**config.mk**
```make
export PLATFORM = sky130hd
export DESIGN_NAME = ddpc_top
export DESIGN_NICKNAME = d
export VERILOG_FILES = /design/src/verilog/ddpc_pkg.sv /design/src/verilog/ddpc_port_clk.sv /design/src/verilog/ddpc_top.sv
export SDC_FILE = /design/constraint.sdc
export NUM_CORES = 1
export LEC_CHECK = 0
export ABC_AREA = 1
export ABC_CLOCK_PERIOD_IN_PS = 4100
export BUFFER_PORTS_ARGS = -buffer_cell sky130_fd_sc_hd__buf_2
export CAP_MARGIN = 0
export CORE_ASPECT_RATIO = 0.6
export CORE_MARGIN = 5
export CORE_UTILIZATION = 45
export DETAILED_ROUTE_END_ITERATION = 12
export GPL_ROUTABILITY_DRIVEN = 0
export GPL_TIMING_DRIVEN = 0
export PLACE_DENSITY_LB_ADDON = 0.3
export SYNTH_ARGS = -nofsm -noshare
export SYNTH_HDL_FRONTEND = slang
export SYNTH_HIERARCHICAL = 1
export SYNTH_SLANG_ARGS = --single-unit
```
**constraint.sdc**
```tcl
create_clock -name CLK_I -period 4.1 [get_ports CLK_I]
set_clock_uncertainty 0.05 [all_clocks]
set_input_delay 0 -clock CLK_I [delete_from_list [all_inputs] [get_ports CLK_I]]
set_output_delay 0 -clock CLK_I [all_outputs]
set_load 0.01 [all_outputs]
```
**src/verilog/ddpc_pkg.sv**
```systemverilog
// Constants, register map and types of the dual DAC playback port control
// ============================================================
// Overview of operation
// - Three-bit ratio field: 000 auto detect as slave, 256 fs as master; 001..111 pick 128..1152 fs.
// - Bit clock field: MCLK/4, MCLK/8, 32fs, 64fs, 128fs; others reserved.
// - DAC1 mode bit 1 drives port 1 clocks out, 0 takes them in.
// - DAC2 mode bit does the same for port 2, independent of DAC1.
// - DAC1 volume code 0 is -100dB, 0.5dB per code, 0xc8 is 0dB.
// - Code 0xdf gives +11.5dB; any code 111xxxxx gives +12dB.
// - DAC1 volume registers hold apply bit 8 over code 7:0, DAC2 volume has none; all codes reset 0xc8.
// - DAC2 word length 16/20/24/32; 32 bits not with right justified.
// - DAC2 bit clock invert 0 samples on rise, 1 on fall.
// - DAC2 zero cross enabled defers volume change to a zero crossing.
// - DAC2 power bit turns the second DAC on or off alone.
// - DAC2 soft silence ramps the output down instead of cutting it.
// - Control 2 holds rate in 5:3, ratio in 2:0, resets to zero.
// - Format 00 right, 01 left justified, 10 I2S, 11 DSP.
package ddpc_pkg;
	localparam logic [3:0]  ADDR_DAC1_CLK_RATIO = 4'h3;
	localparam logic [3:0]  ADDR_DAC1_CLK_MODE  = 4'h4;
	localparam logic [3:0]  ADDR_DAC1_LEFT_VOL  = 4'h5;
	localparam logic [3:0]  ADDR_DAC1_RIGHT_VOL = 4'h6;
	localparam logic [3:0]  ADDR_DAC2_FORMAT    = 4'h7;
	localparam logic [3:0]  ADDR_DAC2_CLK_RATIO = 4'h8;
	localparam logic [3:0]  ADDR_DAC2_CLK_MODE  = 4'h9;
	localparam logic [3:0]  ADDR_DAC2_VOLUME    = 4'ha;
	localparam logic [3:0]  ADDR_STATUS         = 4'hf;
	localparam int          VOL_APPLY_BIT       = 8;
	localparam logic [7:0]  VOL_RESET           = 8'hc8;
	localparam logic [7:0]  VOL_MAX_CODE        = 8'he0;
	localparam logic [15:0] FMT_RESET           = 16'h008a;
	localparam int          FMT_FORMAT_LSB      = 0;
	localparam int          FMT_LENGTH_LSB      = 2;
	localparam int          FMT_BCLK_INV_BIT    = 4;
	localparam int          FMT_ZC_BIT          = 7;
	localparam int          FMT_POWER_BIT       = 8;
	localparam int          FMT_SILENCE_BIT     = 9;
	localparam int          CR_RATIO_LSB        = 0;
	localparam int          CR_RATE_LSB         = 3;
	localparam logic [1:0]  FORMAT_RIGHT_JUST   = 2'h0;
	localparam logic [1:0]  LENGTH_32           = 2'h3;
	localparam logic [2:0]  RATIO_AUTO          = 3'h0;
	localparam logic [2:0]  RATE_MAX_CODE       = 3'h4;
	localparam int          MCLK_COUNT_W        = 12;
	localparam int          RAMP_STEP_W         = 8;
	typedef enum logic [1:0] {DDPC_IDLE, DDPC_MEASURE, DDPC_LOCKED}
		ddpc_det_t;
	// Multiples of fs for ratio codes 1..7
	function automatic logic [10:0] ddpc_ratio_fs(input logic [2:0] code);
		unique case (code)
			3'h1: ddpc_ratio_fs = 11'h080;
			3'h2: ddpc_ratio_fs = 11'h0c0;
			3'h3: ddpc_ratio_fs = 11'h100;
			3'h4: ddpc_ratio_fs = 11'h180;
			3'h5: ddpc_ratio_fs = 11'h200;
			3'h6: ddpc_ratio_fs = 11'h300;
			3'h7: ddpc_ratio_fs = 11'h480;
			default: ddpc_ratio_fs = 11'h000;
		endcase
	endfunction
endpackage

```
**src/verilog/ddpc_port_clk.sv**
```systemverilog
// One playback port: clock generation, ratio detection and data sampling
`timescale 1ns/1ps
`default_nettype none
module ddpc_port_clk import ddpc_pkg::*; #(
	parameter int CW = MCLK_COUNT_W
) (
	input  wire logic       clk_i,
	input  wire logic       reset_i,
	input  wire logic       master_i,
	input  wire logic [2:0] ratio_i,
	input  wire logic [2:0] rate_i,
	input  wire logic       bclk_inv_i,
	input  wire logic       bclk_pin_i,
	input  wire logic       lrclk_pin_i,
	input  wire logic       data_pin_i,
	output var  logic       bclk_o,
	output var  logic       lrclk_o,
	output var  logic       sample_o,
	output var  logic       frame_o,
	output var  logic [2:0] ratio_used_o,
	output var  logic       locked_o
);
	// ============================================================
	// State
	typedef struct packed {
		logic [2:0]    bs;
		logic [2:0]    ls;
		logic [2:0]    ds;
		logic [CW-1:0] div;
		logic [CW-1:0] frm;
		logic [CW-1:0] meas;
		logic          bclk;
		logic          lrclk;
		logic          sample;
		logic          frame;
		logic [2:0]    used;
		ddpc_det_t     det;
	} ddpc_pc_t;
	ddpc_pc_t s_q, s_d;
	logic [CW-1:0] frame_len;
	logic [CW-1:0] half_bclk;
	logic [2:0]    eff;
	logic          b_prev, b_now, l_prev, l_now, edge_ok, l_edge;
	logic [2:0]    found;
	// ============================================================
	// Combinational update
	always_comb begin
		s_d = s_q;
		eff = (ratio_i == RATIO_AUTO) ? s_q.used : ratio_i;
		frame_len = CW'(ddpc_ratio_fs(eff));
		unique case (rate_i)
			3'h0: half_bclk = CW'(2);
			3'h1: half_bclk = CW'(4);
			3'h2: half_bclk = frame_len >> 6;
			3'h3: half_bclk = frame_len >> 7;
			3'h4: half_bclk = frame_len >> 8;
			default: half_bclk = CW'(2);
		endcase
		if (half_bclk == '0)
			half_bclk = CW'(1);
		s_d.bs = {s_q.bs[1:0], bclk_pin_i};
		s_d.ls = {s_q.ls[1:0], lrclk_pin_i};
		s_d.ds = {s_q.ds[1:0], data_pin_i};
		b_prev = s_q.bs[2];
		b_now  = s_q.bs[1];
		l_prev = s_q.ls[2];
		l_now  = s_q.ls[1];
		if (master_i) begin
			b_prev = s_q.bclk;
			b_now  = s_d.bclk;
			l_prev = s_q.lrclk;
			l_now  = s_d.lrclk;
			if (frame_len == '0) begin
				s_d.bclk = 1'b0;
				s_d.lrclk = 1'b0;
				s_d.div = '0;
				s_d.frm = '0;
			end else begin
				s_d.div = s_q.div + CW'(1);
				if (s_q.div + CW'(1) >= half_bclk) begin
					s_d.div = '0;
					s_d.bclk = ~s_q.bclk;
				end
				s_d.frm = s_q.frm + CW'(1);
				if (s_q.frm + CW'(1) >= (frame_len >> 1)) begin
					s_d.frm = '0;
					s_d.lrclk = ~s_q.lrclk;
				end
			end
			b_now = s_d.bclk;
			l_now = s_d.lrclk;
		end
		edge_ok = bclk_inv_i ? (b_prev & ~b_now) : (~b_prev & b_now);
		s_d.sample = edge_ok ? s_q.ds[1] : s_q.sample;
		l_edge = ~l_prev & l_now;
		s_d.frame = l_edge;
		found = 3'h0;
		for (int i = 1; i < 8; i++) begin
			// The closing edge cycle belongs to the period as well
			if (CW'(ddpc_ratio_fs(3'(i))) == s_q.meas + CW'(1))
				found = 3'(i);
		end
		unique case (s_q.det)
			DDPC_IDLE: begin
				s_d.meas = '0;
				if (!master_i && ratio_i == RATIO_AUTO && l_edge)
					s_d.det = DDPC_MEASURE;
			end
			DDPC_MEASURE: begin
				s_d.meas = s_q.meas + CW'(1);
				if (l_edge) begin
					s_d.meas = '0;
					if (found != 3'h0) begin
						s_d.used = found;
						s_d.det = DDPC_LOCKED;
					end
				end
			end
			DDPC_LOCKED: begin
				if (master_i || ratio_i != RATIO_AUTO)
					s_d.det = DDPC_IDLE;
			end
		endcase
		if (master_i && ratio_i == RATIO_AUTO)
			s_d.used = 3'h3;
	end
	always_ff @(posedge clk_i) begin
		if (reset_i) begin
			s_q <= '0;
		end else begin
			s_q <= s_d;
		end
	end
	assign bclk_o       = s_q.bclk;
	assign lrclk_o      = s_q.lrclk;
	assign sample_o     = s_q.sample;
	assign frame_o      = s_q.frame;
	assign ratio_used_o = eff;
	assign locked_o     = (ratio_i != RATIO_AUTO) || master_i ||
		(s_q.det == DDPC_LOCKED);
endmodule
`default_nettype wire

```
**src/verilog/ddpc_top.sv**
```systemverilog
// Register file and playback control of two DAC serial ports
`timescale 1ns/1ps
`default_nettype none
module ddpc_top import ddpc_pkg::*; (
	input  wire logic        CLK_I,
	input  wire logic        RESET_I,
	input  wire logic [3:0]  ADDR_I,
	input  wire logic [15:0] WDATA_I,
	input  wire logic        WR_I,
	input  wire logic        RD_I,
	output var  logic [15:0] RDATA_O,
	input  wire logic        PORT1_BIT_CLOCK_I,
	output var  logic        PORT1_BIT_CLOCK_O,
	output var  logic        PORT1_BIT_CLOCK_OE_O,
	input  wire logic        PORT1_FRAME_CLOCK_I,
	output var  logic        PORT1_FRAME_CLOCK_O,
	output var  logic        PORT1_FRAME_CLOCK_OE_O,
	input  wire logic        PORT1_DATA_I,
	input  wire logic        PORT2_BIT_CLOCK_I,
	output var  logic        PORT2_BIT_CLOCK_O,
	output var  logic        PORT2_BIT_CLOCK_OE_O,
	input  wire logic        PORT2_FRAME_CLOCK_I,
	output var  logic        PORT2_FRAME_CLOCK_O,
	output var  logic        PORT2_FRAME_CLOCK_OE_O,
	input  wire logic        PORT2_DATA_I,
	input  wire logic        DAC2_AT_ZERO_I,
	output var  logic [7:0]  DAC1_LEFT_GAIN_O,
	output var  logic [7:0]  DAC1_RIGHT_GAIN_O,
	output var  logic [7:0]  DAC2_GAIN_O,
	output var  logic [7:0]  DAC2_LEVEL_O,
	output var  logic        DAC2_POWER_ON_O,
	output var  logic [1:0]  DAC2_FRAME_FORMAT_O,
	output var  logic [1:0]  DAC2_WORD_LENGTH_O,
	output var  logic        DAC1_SAMPLE_O,
	output var  logic        DAC2_SAMPLE_O
);
	// ============================================================
	// State
	typedef struct packed {
		logic [5:0]  dac1_cr;
		logic        dac1_clk_master_sel;
		logic [7:0]  dac1_left_gain;
		logic [7:0]  dac1_right_gain;
		logic [7:0]  dac1_left_live;
		logic [7:0]  dac1_right_live;
		logic [15:0] dac2_frame_format;
		logic [5:0]  dac2_cr;
		logic        dac2_clk_master_sel;
		logic [7:0]  dac2_gain_stored;
		logic        dac2_pending;
		logic [7:0]  dac2_gain_live;
		logic [7:0]  dac2_level;
		logic [RAMP_STEP_W-1:0] ramp_div;
		logic [15:0] rdata;
		logic        bad_fmt;
		logic        s1, s2;
		logic        b1, l1, b2, l2, oe1, oe2;
	} ddpc_top_t;
	ddpc_top_t s_q, s_d;
	logic        p1_b, p1_l, p1_s, p1_lock, p2_b, p2_l, p2_s, p2_lock;
	logic [2:0]  p1_used, p2_used;
	logic        zc_q, zc_d;
	logic [2:0]  zc_sync;
	logic        dac2_power_on, dac2_soft_silence;
	logic [7:0]  gain_target;
	logic [15:0] rd;
	// ============================================================
	// Ports
	ddpc_port_clk u_port1 (
		.clk_i        (CLK_I),
		.reset_i      (RESET_I),
		.master_i     (s_q.dac1_clk_master_sel),
		.ratio_i      (s_q.dac1_cr[CR_RATIO_LSB +: 3]),
		.rate_i       (s_q.dac1_cr[CR_RATE_LSB +: 3]),
		.bclk_inv_i   (1'b0),
		.bclk_pin_i   (PORT1_BIT_CLOCK_I),
		.lrclk_pin_i  (PORT1_FRAME_CLOCK_I),
		.data_pin_i   (PORT1_DATA_I),
		.bclk_o       (p1_b),
		.lrclk_o      (p1_l),
		.sample_o     (p1_s),
		.frame_o      (),
		.ratio_used_o (p1_used),
		.locked_o     (p1_lock)
	);
	ddpc_port_clk u_port2 (
		.clk_i        (CLK_I),
		.reset_i      (RESET_I),
		.master_i     (s_q.dac2_clk_master_sel),
		.ratio_i      (s_q.dac2_cr[CR_RATIO_LSB +: 3]),
		.rate_i       (s_q.dac2_cr[CR_RATE_LSB +: 3]),
		.bclk_inv_i   (s_q.dac2_frame_format[FMT_BCLK_INV_BIT]),
		.bclk_pin_i   (PORT2_BIT_CLOCK_I),
		.lrclk_pin_i  (PORT2_FRAME_CLOCK_I),
		.data_pin_i   (PORT2_DATA_I),
		.bclk_o       (p2_b),
		.lrclk_o      (p2_l),
		.sample_o     (p2_s),
		.frame_o      (),
		.ratio_used_o (p2_used),
		.locked_o     (p2_lock)
	);
	// ============================================================
	// Zero crossing pin synchroniser
	always_ff @(posedge CLK_I) begin
		if (RESET_I) begin
			zc_sync <= '0;
			zc_q <= 1'b0;
		end else begin
			zc_sync <= {zc_sync[1:0], DAC2_AT_ZERO_I};
			zc_q <= zc_d;
		end
	end
	always_comb begin
		zc_d = zc_q;
		if (zc_sync[2] == zc_sync[1])
			zc_d = zc_sync[1];
	end
	// Codes at or above 111xxxxx saturate at +12dB; clipped when made live
	function automatic logic [7:0] ddpc_clip(input logic [7:0] c);
		ddpc_clip = (c >= VOL_MAX_CODE) ? VOL_MAX_CODE : c;
	endfunction
	// ============================================================
	// Register file and control
	always_comb begin
		s_d = s_q;
		dac2_power_on   = s_q.dac2_frame_format[FMT_POWER_BIT];
		dac2_soft_silence = s_q.dac2_frame_format[FMT_SILENCE_BIT];
		if (WR_I) begin
			unique case (ADDR_I)
				ADDR_DAC1_CLK_RATIO: s_d.dac1_cr = WDATA_I[5:0];
				ADDR_DAC1_CLK_MODE:
					s_d.dac1_clk_master_sel = WDATA_I[0];
				ADDR_DAC1_LEFT_VOL: begin
					s_d.dac1_left_gain = WDATA_I[7:0];
					if (WDATA_I[VOL_APPLY_BIT]) begin
						s_d.dac1_left_live  = ddpc_clip(WDATA_I[7:0]);
						s_d.dac1_right_live = ddpc_clip(s_q.dac1_right_gain);
					end
				end
				ADDR_DAC1_RIGHT_VOL: begin
					s_d.dac1_right_gain = WDATA_I[7:0];
					if (WDATA_I[VOL_APPLY_BIT]) begin
						s_d.dac1_left_live  = ddpc_clip(s_q.dac1_left_gain);
						s_d.dac1_right_live = ddpc_clip(WDATA_I[7:0]);
					end
				end
				ADDR_DAC2_FORMAT: s_d.dac2_frame_format = {6'h00, WDATA_I[9:0]};
				ADDR_DAC2_CLK_RATIO: s_d.dac2_cr = WDATA_I[5:0];
				ADDR_DAC2_CLK_MODE:
					s_d.dac2_clk_master_sel = WDATA_I[0];
				ADDR_DAC2_VOLUME: begin
					s_d.dac2_gain_stored = WDATA_I[7:0];
					s_d.dac2_pending = 1'b1;
				end
				default: ;
			endcase
		end
		// Report the unsupported 32-bit right justified combination
		s_d.bad_fmt = (s_d.dac2_frame_format[FMT_LENGTH_LSB +: 2] == LENGTH_32) &&
			(s_d.dac2_frame_format[FMT_FORMAT_LSB +: 2] == FORMAT_RIGHT_JUST);
		if (s_q.dac2_pending &&
			(!s_q.dac2_frame_format[FMT_ZC_BIT] || zc_q)) begin
			s_d.dac2_gain_live = ddpc_clip(s_q.dac2_gain_stored);
			s_d.dac2_pending = (WR_I && ADDR_I == ADDR_DAC2_VOLUME);
		end
		// Ramp the level one code per step toward the target
		gain_target = (!dac2_power_on || dac2_soft_silence) ? 8'h00 :
			s_q.dac2_gain_live;
		s_d.ramp_div = s_q.ramp_div + RAMP_STEP_W'(1);
		if (s_q.ramp_div == '1) begin
			if (s_q.dac2_level > gain_target)
				s_d.dac2_level = s_q.dac2_level - 8'h01;
			else if (s_q.dac2_level < gain_target)
				s_d.dac2_level = s_q.dac2_level + 8'h01;
		end
		if (!dac2_power_on)
			s_d.dac2_level = 8'h00;
		rd = 16'h0000;
		unique case (ADDR_I)
			ADDR_DAC1_CLK_RATIO: rd = {10'h000, s_q.dac1_cr};
			ADDR_DAC1_CLK_MODE:  rd = {15'h0000, s_q.dac1_clk_master_sel};
			ADDR_DAC1_LEFT_VOL:  rd = {8'h00, s_q.dac1_left_gain};
			ADDR_DAC1_RIGHT_VOL: rd = {8'h00, s_q.dac1_right_gain};
			ADDR_DAC2_FORMAT:    rd = s_q.dac2_frame_format;
			ADDR_DAC2_CLK_RATIO: rd = {10'h000, s_q.dac2_cr};
			ADDR_DAC2_CLK_MODE:  rd = {15'h0000, s_q.dac2_clk_master_sel};
			ADDR_DAC2_VOLUME:    rd = {7'h00, s_q.dac2_pending,
				s_q.dac2_gain_stored};
			ADDR_STATUS: rd = {5'h00, s_q.bad_fmt, p2_used, p1_used,
				p2_lock, p1_lock, 2'h0};
			default: rd = 16'h0000;
		endcase
		s_d.rdata = RD_I ? rd : 16'h0000;
		s_d.b1 = p1_b;
		s_d.l1 = p1_l;
		s_d.b2 = p2_b;
		s_d.l2 = p2_l;
		s_d.oe1 = s_q.dac1_clk_master_sel;
		s_d.oe2 = s_q.dac2_clk_master_sel;
		s_d.s1 = p1_s;
		s_d.s2 = p2_s & dac2_power_on;
	end
	always_ff @(posedge CLK_I) begin
		if (RESET_I) begin
			s_q <= '0;
			s_q.dac1_left_gain  <= VOL_RESET;
			s_q.dac1_right_gain <= VOL_RESET;
			s_q.dac1_left_live  <= VOL_RESET;
			s_q.dac1_right_live <= VOL_RESET;
			s_q.dac2_gain_stored <= VOL_RESET;
			s_q.dac2_gain_live  <= VOL_RESET;
			s_q.dac2_frame_format <= FMT_RESET;
		end else begin
			s_q <= s_d;
		end
	end
	assign RDATA_O = s_q.rdata;
	assign PORT1_BIT_CLOCK_O = s_q.b1;
	assign PORT1_FRAME_CLOCK_O = s_q.l1;
	assign PORT1_BIT_CLOCK_OE_O = s_q.oe1;
	assign PORT1_FRAME_CLOCK_OE_O = s_q.oe1;
	assign PORT2_BIT_CLOCK_O = s_q.b2;
	assign PORT2_FRAME_CLOCK_O = s_q.l2;
	assign PORT2_BIT_CLOCK_OE_O = s_q.oe2;
	assign PORT2_FRAME_CLOCK_OE_O = s_q.oe2;
	assign DAC1_LEFT_GAIN_O = s_q.dac1_left_live;
	assign DAC1_RIGHT_GAIN_O = s_q.dac1_right_live;
	assign DAC2_GAIN_O = s_q.dac2_gain_live;
	// Level only ramps toward a clipped target, so it needs no clip
	assign DAC2_LEVEL_O = s_q.dac2_level;
	assign DAC2_POWER_ON_O = s_q.dac2_frame_format[FMT_POWER_BIT];
	assign DAC2_FRAME_FORMAT_O = s_q.dac2_frame_format[FMT_FORMAT_LSB +: 2];
	assign DAC2_WORD_LENGTH_O = s_q.dac2_frame_format[FMT_LENGTH_LSB +: 2];
	assign DAC1_SAMPLE_O = s_q.s1;
	assign DAC2_SAMPLE_O = s_q.s2;
	// ============================================================
	// Checks
	a_vol_reset: assert property (@(posedge CLK_I)
		$fell(RESET_I) |-> DAC1_LEFT_GAIN_O == VOL_RESET)
		else $error("DAC1 left gain not at reset code");
	a_apply_both: assert property (@(posedge CLK_I) disable iff (RESET_I)
		WR_I && ADDR_I == ADDR_DAC1_LEFT_VOL && WDATA_I[VOL_APPLY_BIT]
		|=> DAC1_LEFT_GAIN_O == ddpc_clip($past(WDATA_I[7:0])) &&
		DAC1_RIGHT_GAIN_O == ddpc_clip(s_q.dac1_right_gain))
		else $error("Apply did not update both channels");
	a_store_only: assert property (@(posedge CLK_I) disable iff (RESET_I)
		WR_I && ADDR_I == ADDR_DAC1_RIGHT_VOL && !WDATA_I[VOL_APPLY_BIT]
		|=> $stable(DAC1_RIGHT_GAIN_O))
		else $error("Store-only write changed live gain");
	a_gain_clip: assert property (@(posedge CLK_I) disable iff (RESET_I)
		DAC1_LEFT_GAIN_O <= VOL_MAX_CODE)
		else $error("Gain above saturation code");
	a_master_oe: assert property (@(posedge CLK_I) disable iff (RESET_I)
		WR_I && ADDR_I == ADDR_DAC1_CLK_MODE ##1 !WR_I
		|=> PORT1_BIT_CLOCK_OE_O == $past(WDATA_I[0], 2))
		else $error("Port 1 drive enable does not follow mode");
	a_slave_oe2: assert property (@(posedge CLK_I) disable iff (RESET_I)
		!s_q.dac2_clk_master_sel [*2] |-> !PORT2_FRAME_CLOCK_OE_O)
		else $error("Port 2 driven in slave mode");
	a_zc_wait: assert property (@(posedge CLK_I) disable iff (RESET_I)
		s_q.dac2_pending && s_q.dac2_frame_format[FMT_ZC_BIT] && !zc_q
		|=> $stable(s_q.dac2_gain_live))
		else $error("DAC2 gain changed away from zero crossing");
	a_power_off: assert property (@(posedge CLK_I) disable iff (RESET_I)
		!DAC2_POWER_ON_O |=> DAC2_LEVEL_O == 8'h00)
		else $error("DAC2 level while powered off");
	a_ramp_step: assert property (@(posedge CLK_I) disable iff (RESET_I)
		DAC2_POWER_ON_O && $past(DAC2_POWER_ON_O) &&
		s_q.dac2_frame_format[FMT_SILENCE_BIT]
		|-> 9'(s_q.dac2_level) + 9'h001 >= 9'($past(s_q.dac2_level)))
		else $error("Soft silence cut the level abruptly");
	a_rate_zero: assert property (@(posedge CLK_I) disable iff (RESET_I)
		RD_I && ADDR_I == ADDR_DAC2_CLK_RATIO |=> RDATA_O[15:6] == 10'h000)
		else $error("Upper control bits not zero");
	a_store_left: assert property (@(posedge CLK_I) disable iff (RESET_I)
		WR_I && ADDR_I == ADDR_DAC1_LEFT_VOL && !WDATA_I[VOL_APPLY_BIT]
		|=> $stable(DAC1_LEFT_GAIN_O))
		else $error("Store-only write changed live left gain");
	a_zc_apply: assert property (@(posedge CLK_I) disable iff (RESET_I)
		s_q.dac2_pending && !s_q.dac2_frame_format[FMT_ZC_BIT]
		|=> DAC2_GAIN_O == ddpc_clip($past(s_q.dac2_gain_stored)))
		else $error("DAC2 gain not applied at once");
	a_power_field: assert property (@(posedge CLK_I) disable iff (RESET_I)
		WR_I && ADDR_I == ADDR_DAC2_FORMAT
		|=> DAC2_POWER_ON_O == $past(WDATA_I[FMT_POWER_BIT]))
		else $error("DAC2 power does not follow its bit");
	a_sample_off: assert property (@(posedge CLK_I) disable iff (RESET_I)
		!DAC2_POWER_ON_O |=> !DAC2_SAMPLE_O)
		else $error("DAC2 sample while powered off");
	a_bad_combo: assert property (@(posedge CLK_I) disable iff (RESET_I)
		RD_I && ADDR_I == ADDR_STATUS |=> RDATA_O[10] ==
		(DAC2_WORD_LENGTH_O == LENGTH_32 &&
		DAC2_FRAME_FORMAT_O == FORMAT_RIGHT_JUST))
		else $error("Unsupported format flag wrong");
	c_apply: cover property (@(posedge CLK_I)
		WR_I && ADDR_I == ADDR_DAC1_LEFT_VOL && WDATA_I[VOL_APPLY_BIT]);
	c_master: cover property (@(posedge CLK_I) PORT2_BIT_CLOCK_OE_O);
	c_lock: cover property (@(posedge CLK_I) $rose(p1_lock));
	c_silence: cover property (@(posedge CLK_I)
		s_q.dac2_frame_format[FMT_SILENCE_BIT] && DAC2_LEVEL_O != 8'h00);
	c_zero_cross: cover property (@(posedge CLK_I)
		s_q.dac2_pending && s_q.dac2_frame_format[FMT_ZC_BIT] && zc_q);
endmodule
`default_nettype wire

```
# == Yosys cells after proc, flatten, opt, wreduce, memory -nomap -nowiden ==
# Index checks and enable logic that the tools add are counted.
# totals
ram_bits,0
mem_bits_ro,0
regBits,222
latchBits,0
wordCells,292
out_inout_bits,63
inputBits,31
mem_count,0
# op_classes
eq_ne,62
n_div,0
reduce_logical,65
addsub,9
n_lt_le_gt_ge,10
n_shift,0
muxes,78
n_bitwise,17
multipliers,0
# op_table
operator,n
11-bit one-hot mux with 7 select lines,2
11-bit one-hot mux with 9 select lines,1
12-bit by 1-bit adder with 12-bit output (second input constant),6
12-bit 2-to-1 mux,6
8-bit 2-to-1 mux,7
10-bit by 12-bit == test with 1-bit output (first input constant),4
8-bit by 12-bit == test with 1-bit output (first input constant),4
9-bit by 12-bit == test with 1-bit output (first input constant),4
24-bit 2-to-1 mux,2
12-bit one-hot mux with 2 select lines,2
5-bit one-hot mux with 4 select lines,2
8-bit greater-or-equal comparator (second input constant),4
16-bit 2-to-1 mux,2
16-bit one-hot mux with 2 select lines,1
3-bit == test (second input constant),10
3-bit 2-to-1 mux,10
2-bit 2-to-1 mux,14
11-bit by 12-bit == test with 1-bit output (first input constant),2
3-bit by 2-bit == test with 1-bit output (second input constant),8
12-bit by 10-bit greater-or-equal comparator with 1-bit output,2
12-bit by 5-bit greater-or-equal comparator with 1-bit output,2
12-bit logical NOT,2
2-bit nonzero test,12
11-bit logical NOT,2
other kinds (33),130

# == Depth between registers and ports, before layout ==
# logic_depth
ltp_word,15
ltp_mapped,28
depth_no_buf,28

# == Hierarchy ==
# The synthesis kept the hierarchy.
# modules_own_cells
module,cells_per_inst,seq_area_each_um2,instances,area_per_inst_um2
ddpc_top,711,2262.2,1,5370.2
ddpc_port_clk at u_port2,562,1061.0,1,3602.2
ddpc_port_clk at u_port1,543,1061.0,1,3493.4

# == Worst setup path after synthesis ==
# No wires, ideal clock.
# synth_timing
path_kind,flip-flop to flip-flop
startpoint,register s_q[114] (netlist name)
endpoint,register u_port1.s_q (netlist bit u_port1/sample_o)
path_buffers,0
period_less_slack_ns,3.089
setup_ns,0.115
stages_incl_launch_ff,25
t_arrival_ns,2.924
slack_ns,1.011
required_ns,3.935
cell_sequence,dfxtp_1 > inv_1 > a31oi_1 > inv_1 > nand3_1 > o21ai_0 > inv_1 > nor2_1 > or3_1 > o31ai_1 > ha_1 > o21ai_0 > nand2_1 > nand3_1 > nand3_1 > nand2_1 > nand3_1 > nor2_1 > nand2_1 > nand2_1 > nand3_1 > nand2_1 > nand2_1 > a21oi_1 > nor2_1
# synth_lines
item,line,source
"end signal, assigned",ddpc_port_clk.sv:129,s_q <= '0;
"end signal, assigned",ddpc_port_clk.sv:131,s_q <= s_d;
"end, declared",ddpc_port_clk.sv:39,"ddpc_pc_t s_q, s_d;"

==> key figures <==
Synthesis
  – Gate Count Post-Synth: 1812
  – Cell area after synthesis: 12400 sq um
  – Avg Inst Size Synth: a little under 7 sq um
  – Ys Warns: 6

Setup path
  – Worst-path maximum fanout: 6
  – Worst Setup SP: s_q[114]
  – R2R setup slack: around 0.37 ns
  – Launching point of the worst reg2reg path: s_q[114]
  – R2R cell count: 24
  – Startpoint Class: flip-flop
  – Data required, critical path: 4.46 ns
  – CP Capture Type: flip-flop
  – CP Data Arrival Time: between 4 and 5 ns
  – Worst setup path class: reg2reg
  – FF-to-FF End: u_port1/sample_o

Clocking
  – CTS Buf Count: 23
  – CTS sink count: ~220
  – Worst-path clk slew: roughly 0.07 ns
  – CTS tree: done
  – CTS root buffer: clkbuf_16
  – H-tree lvl count: 1
  – Max Root-Sink Buffers: 3
  – Clk_lat worst skew: 0.52 ns

Min path
  – HP Start: PORT1_BIT_CLOCK_I
  – Cells on Worst Hold Path: 4
  – Hold worst-path end: u_port1/s_d[52]
  – Worst hold-check path type: in2reg

Timing
  – Max-slew violations: 0
  – Setup TNS: 0 ns
  – Setup Viol. Count Final: 0
  – Least-Margin Pin Slew: approximately 0.75 ns
  – RSZ-0062 raised after global routing: no
  – Final worst path period share: 91.1%
  – Final setup margin: between 0.3 and 0.4 ns
  – Final Hold Vio Count: 0
  – Tmin final: between 3 and 4 ns
  – Fmax: about 270 MHz
  – Slew headroom: between 40% and 50%

Power
  – Comb power frac: 13.2%
  – Pwr/cell area: ~350 nW/um^2
  – Switch Pwr: about 1400 uW
  – Pint: around 3600 uW
  – Leak: 0.00638 uW
  – Clock power share: 42.3%
  – Sequential Power Share: 44.4%
  – VDD IR max: between 0.0003 and 0.0004 V
  – Net Sw Frac: a little over a quarter

Place
  – Detailed Place HPWL: around 25000 um
  – Port bufs: 79
  – Pre-CTS setup slack: approximately 0.43 ns

Floorplan
  – Core area: approximately 27000 sq um
  – Initial Utilization: between 40% and 50%
  – Die area: between 30000 and 40000 sq um
  – FP Rows: between 40 and 50
  – IO Count: 94
  – Die Ht: between 100 and 150 um
  – Die width: between 200 and 250 um

Finish
  – Most frequent cells in the layout: 365 x nand2_1, 254 x inv_1, 217 x dfxtp_1
  – Total Nets Final: between 2000 and 2500
  – Share of cells above drive strength 1: between 10% and 20%
  – Commonest non-fill, non-tap cell in the layout: nand2_1
  – Synth-to-layout area growth: 15.4%
  – Antenna diodes: 0

Route
  – Drt drc: 0
  – Drt initial violations: around 1200
  – Post-DRT Antenna Nets: 0
  – Via Count: 11900
  – Drt total wl: roughly 33000 um
  – Via/cell ratio: 5.13
  – WL/cell: roughly 14 um
  – 1st-pass router iterations: 5

GRT
  – First-pass GRT wire length: ~54000 um
  – Initial antenna violation count: 0
  – Largest net degree at the start of global routing: 15
  – Vias in the first global route: between 10000 and 15000
  – Gr usage total: approximately 20%
  – GRT overflow: 0

Run status
  – Status: completed

Run
  – Max_cap viols: 0
## worst max-delay path, stage by stage (launching register included)
cell and delay [ns]:
dfxtp_1 0.42, inv_1 0.06, a31oi_1 0.27, inv_1 0.14
nand2_1 0.12, nand3_2 0.13, nand3b_1 0.19, nor2_1 0.06
or3_1 0.33, o31ai_1 0.24, ha_1 0.27, o21ai_0 0.18
nand2_1 0.07, nand3_1 0.07, nand3_1 0.08, nand2_1 0.09
nand3_1 0.09, nor2_1 0.19, nand2_1 0.08, nand2_1 0.06
nand3_1 0.10, nand2_1 0.09, nand2_1 0.07, a21oi_1 0.12
nor2_1 0.06
## power by group through the flow
| stage | sequential [uW] | combinational [uW] | clock, uW |
|---|---|---|---|
| final | 2200 | 656 | 2100 |
| after global routing | 2210 | 737 | 2230 |
| after CTS | 2200 | 650 | 2150 |
| after detailed placement | 2250 | 623 | 0 |
| after global placement | 2240 | 612 | 0 |
| after floorplan | 2240 | 448 | 0 |
## how the worst max path moves through the flow
stage,endpoint,slack [ns],cells past startpoint
floorplan,u_port1/sample_o,1.01,24
global placement,u_port1/sample_o,0.56,23
detailed placement,u_port1/sample_o,0.43,23
CTS,u_port1/sample_o,0.40,23
global route,u_port1/sample_o,0.02,24
finish,u_port1/sample_o,0.37,24
## area by class of cell
type / count / area [sq um]
sequential: 217 / 4340
inverter: 274 / 1030
clock inverter: 7 / 96.3
timing repair buffer: 108 / 686
clock buffer: 31 / 646
fill: 2699 / 13100
tap: 367 / 459
multi-input combinational: 1231 / 6470
buffer: 96 / 601
## per-stage QoR
stage	power [uW]	area, sq um	utilization [%]	hold slack, ns	instances
after floorplan	2680	12400	-	0.0570	1818
after CTS	5000	14300	52.3	0.149	2331
after detailed placement	2870	13300	48.5	0.158	2264
after global routing	5170	14300	52.3	0.180	2331
final	4950	14300	52.3	0.171	2331
after global placement	2860	13300	48.5	0.149	2264
## repair_timing
item	CTS	global route
setup buffers	0	0
hold endpoints to repair	64	0
setup endpoints to repair	0	1
gates resized for setup	0	1
hold buffers	29	0
## registers in the layout, indices dropped and copies added, names as in the netlist, 2 cells and up
name,count
RDATA_O,11
DAC2_WORD_LENGTH_O,2
DAC2_GAIN_O,8
DAC2_FRAME_FORMAT_O,2
u_port1/s_d,6
u_port2/s_q,43
DAC1_RIGHT_GAIN_O,8
u_port2/s_d,6
DAC2_LEVEL_O,8
s_d,2
DAC1_LEFT_GAIN_O,8
zc_sync,3
s_q,50
u_port1/s_q,43
## routing by layer
metal,up-vias,wire [um],global-route usage [%]
li1,6120,-,-
met1,5390,16600,31.1
met2,394,13600,30.6
met3,44,2520,3.81
met4,0,626,3.91
met5,-,0,0
Power figures use the tool's default switching activity.
